File: src/hdl/b2s_map.svh
// Widths and lane layout of the burst-of-two data and load port
`ifndef B2S_MAP_SVH
`define B2S_MAP_SVH
`define B2S_DATA_W_NARROW 18
`define B2S_DATA_W_WIDE 36
`define B2S_LANE_W 9
`define B2S_ADDR_W 20
`define B2S_BURST_LEN 2
`endif

File: src/hdl/b2s_pkg.sv
// Types shared by the burst-of-two port
package b2s_pkg;
	typedef enum logic [0:0] {
		B2S_BEAT_FIRST = 1'b0,
		B2S_BEAT_SECOND = 1'b1
	} b2s_beat_t;
endpackage

File: src/hdl/b2s_port.sv
// Device-side data, load and byte-select port of a burst-of-two DDR memory
`timescale 1ns/10ps
`include "b2s_map.svh"

// What this block does
// - Write data sampled on both clock rises
// - Read data driven on both clock rises
// - Data drivers off unless read selected
// - Read returns core data, 18 or 36 bits
// - Load strobe sampled on true rise only
// - Each operation moves exactly two words
// - Select high reads, low writes
// - Address sampled on true clock rise
// - Byte selects gate 9-bit lanes with data
module b2s_port #(
	parameter int DATA_W = `B2S_DATA_W_NARROW,
	parameter int ADDR_W = `B2S_ADDR_W,
	parameter int LANES = DATA_W / `B2S_LANE_W
) (
	input wire logic sys_clk,
	input wire logic nrst,
	input wire logic k_clk,
	input wire logic k_clk_n,
	input wire logic load_strobe_n,
	input wire logic rw_sel,
	input wire logic [ADDR_W-1:0] addr,
	input wire logic [LANES-1:0] byte_write_select_n,
	input wire logic [DATA_W-1:0] dq_in,
	output logic [DATA_W-1:0] dq_out,
	output logic dq_oe,
	output logic core_rd_en,
	output logic [ADDR_W-1:0] core_rd_addr,
	output b2s_pkg::b2s_beat_t core_rd_beat,
	input wire logic [DATA_W-1:0] core_rd_data,
	output logic core_wr_en,
	output logic [ADDR_W-1:0] core_wr_addr,
	output b2s_pkg::b2s_beat_t core_wr_beat,
	output logic [DATA_W-1:0] core_wr_data,
	output logic [LANES-1:0] core_wr_lane_en
);

	////////////////////////////////////////////////////////////////////////////
	typedef struct packed {
		logic k_q;
		logic kn_q;
		logic pend_v;
		logic pend_rd;
		logic [ADDR_W-1:0] pend_addr;
		logic cur_v;
		logic cur_rd;
		logic [ADDR_W-1:0] cur_addr;
		logic [DATA_W-1:0] dq_out;
		logic dq_oe;
		logic wr_en;
		logic [ADDR_W-1:0] wr_addr;
		b2s_pkg::b2s_beat_t wr_beat;
		logic [DATA_W-1:0] wr_data;
		logic [LANES-1:0] wr_lane;
	} b2s_state_t;

	b2s_state_t st_r;
	b2s_state_t st_nxt;
	logic k_rise;
	logic kn_rise;

	// Both clocks arrive as plain sampled levels, so edges are found here
	assign k_rise = k_clk & ~st_r.k_q;
	assign kn_rise = k_clk_n & ~st_r.kn_q;

	// Core read is asynchronous so the word lands in the output flop on the edge
	assign core_rd_en = (k_rise & st_r.pend_v & st_r.pend_rd) |
		(kn_rise & st_r.cur_v & st_r.cur_rd);
	assign core_rd_addr = k_rise ? st_r.pend_addr : st_r.cur_addr;
	assign core_rd_beat = k_rise ? b2s_pkg::B2S_BEAT_FIRST : b2s_pkg::B2S_BEAT_SECOND;

	////////////////////////////////////////////////////////////////////////////
	always_comb begin
		st_nxt = st_r;
		st_nxt.k_q = k_clk;
		st_nxt.kn_q = k_clk_n;
		st_nxt.wr_en = 1'b0;
		if (k_rise) begin
			// Loaded operation becomes a two-beat burst
			st_nxt.cur_v = st_r.pend_v;
			st_nxt.cur_rd = st_r.pend_rd;
			st_nxt.cur_addr = st_r.pend_addr;
			// Load, direction and address on true rise
			st_nxt.pend_v = ~load_strobe_n;
			st_nxt.pend_rd = rw_sel;
			st_nxt.pend_addr = addr;
			if (st_r.pend_v && !st_r.pend_rd) begin
				st_nxt.wr_en = 1'b1;
				st_nxt.wr_addr = st_r.pend_addr;
				st_nxt.wr_beat = b2s_pkg::B2S_BEAT_FIRST;
				st_nxt.wr_data = dq_in;
				st_nxt.wr_lane = ~byte_write_select_n;
			end
			if (st_r.pend_v && st_r.pend_rd) begin
				st_nxt.dq_out = core_rd_data;
				st_nxt.dq_oe = 1'b1;
			end else begin
				st_nxt.dq_oe = 1'b0;
			end
		end else if (kn_rise) begin
			st_nxt.cur_v = 1'b0;
			if (st_r.cur_v && !st_r.cur_rd) begin
				st_nxt.wr_en = 1'b1;
				st_nxt.wr_addr = st_r.cur_addr;
				st_nxt.wr_beat = b2s_pkg::B2S_BEAT_SECOND;
				st_nxt.wr_data = dq_in;
				st_nxt.wr_lane = ~byte_write_select_n;
			end
			if (st_r.cur_v && st_r.cur_rd) begin
				st_nxt.dq_out = core_rd_data;
				st_nxt.dq_oe = 1'b1;
			end else begin
				st_nxt.dq_oe = 1'b0;
			end
		end
	end

	always_ff @(posedge sys_clk or negedge nrst) begin
		if (!nrst) begin
			st_r <= '0;
		end else begin
			st_r <= st_nxt;
		end
	end

	assign dq_out = st_r.dq_out;
	assign dq_oe = st_r.dq_oe;
	assign core_wr_en = st_r.wr_en;
	assign core_wr_addr = st_r.wr_addr;
	assign core_wr_beat = st_r.wr_beat;
	assign core_wr_data = st_r.wr_data;
	assign core_wr_lane_en = st_r.wr_lane;
endmodule
File: config.mk
export PLATFORM = sky130hd
export DESIGN_NAME = b2s_port
export DESIGN_NICKNAME = d
export VERILOG_FILES = /design/src/hdl/b2s_pkg.sv /design/src/hdl/b2s_port.sv
export VERILOG_INCLUDE_DIRS = /design/src /design/src/hdl
export SDC_FILE = /design/constraint.sdc
export NUM_CORES = 1
export LEC_CHECK = 0
export ABC_AREA = 1
export BUFFER_PORTS_ARGS = -buffer_cell sky130_fd_sc_hd__buf_2
export CORE_UTILIZATION = 47
export DETAILED_ROUTE_END_ITERATION = 10
export MAX_ROUTING_LAYER = met4
export PLACE_DENSITY_LB_ADDON = 0.3
export SLEW_MARGIN = 20
export SYNTH_ARGS = -nofsm -noshare
export SYNTH_HDL_FRONTEND = slang
export SYNTH_SLANG_ARGS = --single-unit
File: constraint.sdc
create_clock -name sys_clk -period 1.15 [get_ports sys_clk]
set_input_delay 0.115 -clock sys_clk [delete_from_list [all_inputs] [get_ports sys_clk]]
set_output_delay 0.115 -clock sys_clk [all_outputs]
set_load 0.05 [all_outputs]
After elaboration in Yosys (flattened, before gate mapping)

Index checks and enable logic that the tools add are counted.

Word-level logic and storage cells: 51
Flip-flop bits (word level): 107
Input bits: 64
Output and inout bits: 83

Bitwise operators: 11
Multiplexer cells: 12
Equality and inequality tests: 2
Reduce and logical (&&, ||, !) cells: 11

Operators by type and width:

| operator           | count |
|---|---|
| $mux 61            | 2 |
| $mux 42            | 2 |
| $mux 18            | 2 |
| $mux 20            | 1 |
| $and 1x1->1        | 6 |
| $reduce_and 3->1   | 2 |
| $reduce_bool 2->1  | 3 |
| $mux 1             | 5 |
| $logic_and 1x1->1  | 4 |
| $ne 2x1->1 const B | 2 |
| $not 1->1          | 3 |
| $logic_not 1->1    | 2 |
| $not 2->2          | 1 |
| $or 1x1->1         | 1 |

Longest topological paths before layout

Word-level depth: 5
Mapped depth: 8
Gate-level depth less buffers: 7

Worst setup path after synthesis

Ideal clock, no wire load.

Kind: reg-to-reg
From: reg st_r[106] in the netlist's numbering
To: reg st_r[74] in the netlist's numbering
Arrival: 2.206 ns
Slack: -1.305 ns
Path buffers: 1
Period minus slack after synthesis: 2.455 ns
Required time: 0.901 ns
Setup time: 0.249 ns
Cell stages (with the launch flop): 5
Cell sequence: dfrtp_1 -> inv_2 -> nand2_2 -> clkbuf_1 -> o21ai_0

Word-level cells in the longest chain between the ends: 2

RTL lines:

| element                | line            | text |
|---|---|---|
| start, declared        | b2s_port.sv:61  | `b2s_state_t st_r;` |
| start signal, assigned | b2s_port.sv:126 | `st_r <= st_nxt;` |
| $not 1->1              | b2s_port.sv:67  | `assign k_rise = k_clk & ~st_r.k_q;` |
| $and 1x1->1            | b2s_port.sv:67  |  |

Every way passes these cells.
A chain may end at the register's enable or synchronous reset.

Worst setup path in the final report

From: reg st_r[106] in the netlist's numbering
To: out core_rd_addr[19]

Word-level cells in the longest chain between the ends: 3

RTL lines:

| element       | line           | text |
|---|---|---|
| $not 1->1     | b2s_port.sv:67 |  |
| $and 1x1->1   | b2s_port.sv:67 |  |
| $mux 20       | b2s_port.sv:73 | `assign core_rd_addr = k_rise ? st_r.pend_addr : st_r.cur_addr;` |
| end, declared | b2s_port.sv:32 | `output logic [ADDR_W-1:0] core_rd_addr,` |

Every way passes these cells.

==> results.py <==
metrics = {
    "critical_path": {
        "worstSetupStartpointType": "register",
        "cp-startpoint": "st_r[106]$_DFF_PN0_",
        "critPathCaptureType": "primary output",
        "worstPathMaxFanout": 7,
        "r2r_start": "st_r[106]$_DFF_PN0_",
        "critPathKind": "reg2out",
        "cp.arrival_ps": 1550,
        "cp.required_ps": 1030,
        "reg2reg_depth": 9,
    },
    "die": {
        "num_rows": 36,
        "start_util_pct": 49.4,
        "die_x_um": 104,
        "die-area_mm2": 0.0108,
        "ios": 147,
        "core_mm2": 0.00991,
        "die_y_um": 104,
    },
    "clock_tree": {
        "clkSinkCount": 107,
        "cts_max_level": 3,
        "clk_latency_ps": 370,
        "cts_tree": "done",
        "path_clk_slew_ps": 100,
        "cts_buffers": 9,
        "clock_path_buffers": 2,
        "cts-root-buf": "clkbuf_8",
    },
    "status": {
        "status": "finished with violations",
        "violations": "negative setup slack",
    },
    "yosys": {
        "ys_seq_area_share_pct": 54.7,
        "postSynthAreaPerCell_um2": 8.31,
        "syn_nets": 653,
        "yosysWarnings": 0,
        "yosys.area.top_type_share_pct": 54.7,
        "synth.cell_area_mm2": 0.00489,
        "synthesis.instances": 589,
        "synthTopCellsByArea": "dfrtp_1 55%, nand2_1 12%, buf_4 9.5%, nor2_1 6.2%, nand3_1 6.1%",
        "synth_area_leader_cell": "dfrtp_1",
        "synth_seq_cells": 107,
        "synth_cell_type_count": 15,
    },
    "power_and_ir_drop": {
        "powerDensity_mw_per_mm2": 1910,
        "vdd_drop_max_uv": 1160,
        "leakagePower_nw": 4.07,
        "power_w": 0.0152,
    },
    "placed_design": {
        "gp_congestion": 0.842,
        "dp_hpwl_um": 8090,
        "dp_cells": 822,
        "port-buffer-count": 146,
    },
    "cells_and_area": {
        "layout_common_cells": "125 x nand2_1, 107 x dfrtp_1, 70 x buf_2",
        "layout_commonest_cell": "nand2_1",
        "antenna-diode-count": 0,
        "syn_to_final_growth_pct": 62.8,
        "final_cell_count_no_fill": 920,
        "layout-drive-gt1-share_pct": 41.6,
        "fillers": 569,
        "layout.nets": 846,
    },
    "timing": {
        "tightest_slew_ps": 353,
        "timing.slew.headroom_pct": 76.4,
        "finalCriticalPeriod_ps": 1660,
        "holdWs_ps": 42.9,
        "setup_violations": 113,
        "min_period_over_period_pct": 144,
        "worst_slack_ps": -510,
        "fmax_mhz": 602,
        "rsz0062_at_grt": "true",
        "drv_slew": 0,
        "skew_ps": 14.5,
        "hold_viol_final": 0,
    },
    "route": {
        "drtIter0Drc": 258,
        "vias": 4807,
        "wl_per_cell_um": 17.7,
        "wirelength_um": 16300,
        "antenna_left": 0,
        "viasPerCell": 5.23,
        "first_pass_iters": 5,
        "drc": 0,
    },
    "global_route": {
        "grt_max_degree": 46,
        "grt_pass1_wl_um": 23600,
        "grt_pass1_vias": 4697,
        "antenna_found_initial": 0,
        "grtUsageTotal_pct": 28.5,
        "grt_overflow": 0,
    },
    "hold_path": {
        "min_from": "core_rd_data[9]",
        "hp-class": "in2reg",
        "hold_depth": 5,
    },
    "job": {
        "maxCapViolCount": 0,
    },
}
[worst max-delay path, stage by stage, from the launching register on]
cell and delay, ps:
dfrtp_1 430, inv_4 130, nand2_8 100, buf_16 180, o21ai_4 160, buf_8 170
[power by group]
part	switching (W)	internal [W]	total (W)
registers	0.000638	0.00470	0.00534
logic	0.00484	0.00236	0.00720
clock network	0.00134	0.00130	0.00263
[area by class of cell]
cell class | instances | area (um^2) | area share, %
multi-input combinational | 350 | 2090 | 26.3
clock inverter | 5 | 83.8 | 1.05
sequential | 107 | 2680 | 33.6
timing repair buffer | 266 | 2620 | 32.8
tap | 133 | 166 | 2.09
inverter | 48 | 188 | 2.36
clock buffer | 11 | 141 | 1.77
[layer usage]
metal	global-route usage, %	share of wire [%]	vias to the layer above
met5	-	0	-
met4	9.29	3.6	0
met3	6.08	5.7	53
met2	48.9	54	207
met1	33.4	37	2375
li1	-	-	2172
[registers in the layout, summed over array words and instances, names as in the netlist]
register,flops
dq_oe,1
core_wr_lane_en,2
core_wr_beat,1
core_wr_addr,20
dq_out,18
core_wr_data,18
st_r,46
core_wr_en,1
[Yosys cell counts (all sizes together)]
cell / number
o21ai: 48
nor2: 82
nand2: 154
inv: 48
dfrtp: 107
clkbuf: 15
o22ai: 1
buf: 72
nand3: 62
[cells by family after synthesis]
family | synth area share (%)
simple gates | 24.9
buf+inv | 15.3
flops | 54.7
compound gates | 5.04
[metrics by stage]
step                      util [%]  cell area (um^2)  TNS [ps]  setup slack, ps
final                         80.4              7970    -36390             -510
after global routing          80.4              7970    -41060             -548
after CTS                     74.6              7390    -29700             -512
after detailed placement      59.5              5900    -15500             -264
after global placement        59.5              5900    -14460             -219
after floorplan                  -              5230     -2450             -128
[path summary, 6_finish.rpt]
path                                                     end  slack, ps
worst min register to register      core_wr_beat$_DFFE_PN0P_        510
worst max register to register  core_wr_data[12]$_DFFE_PN0P_       -430
min in group asynchronous       core_wr_addr[13]$_DFFE_PN0P_        180
worst max-delay path                        core_rd_addr[19]       -510
worst min-delay path                   dq_out[9]$_DFFE_PN0P_         40
max in group asynchronous              dq_out[3]$_DFFE_PN0P_        410
[what timing repair did]
item	CTS	global route
hold buffers	45	0
gates cloned	15	4
endpoints found under the setup margin	95	170
pin swaps	7	5
endpoints found under the hold margin	77	0
setup buffers	10	9
resized for setup	134	139
Note: power is estimated with default switching activity, not from simulation.
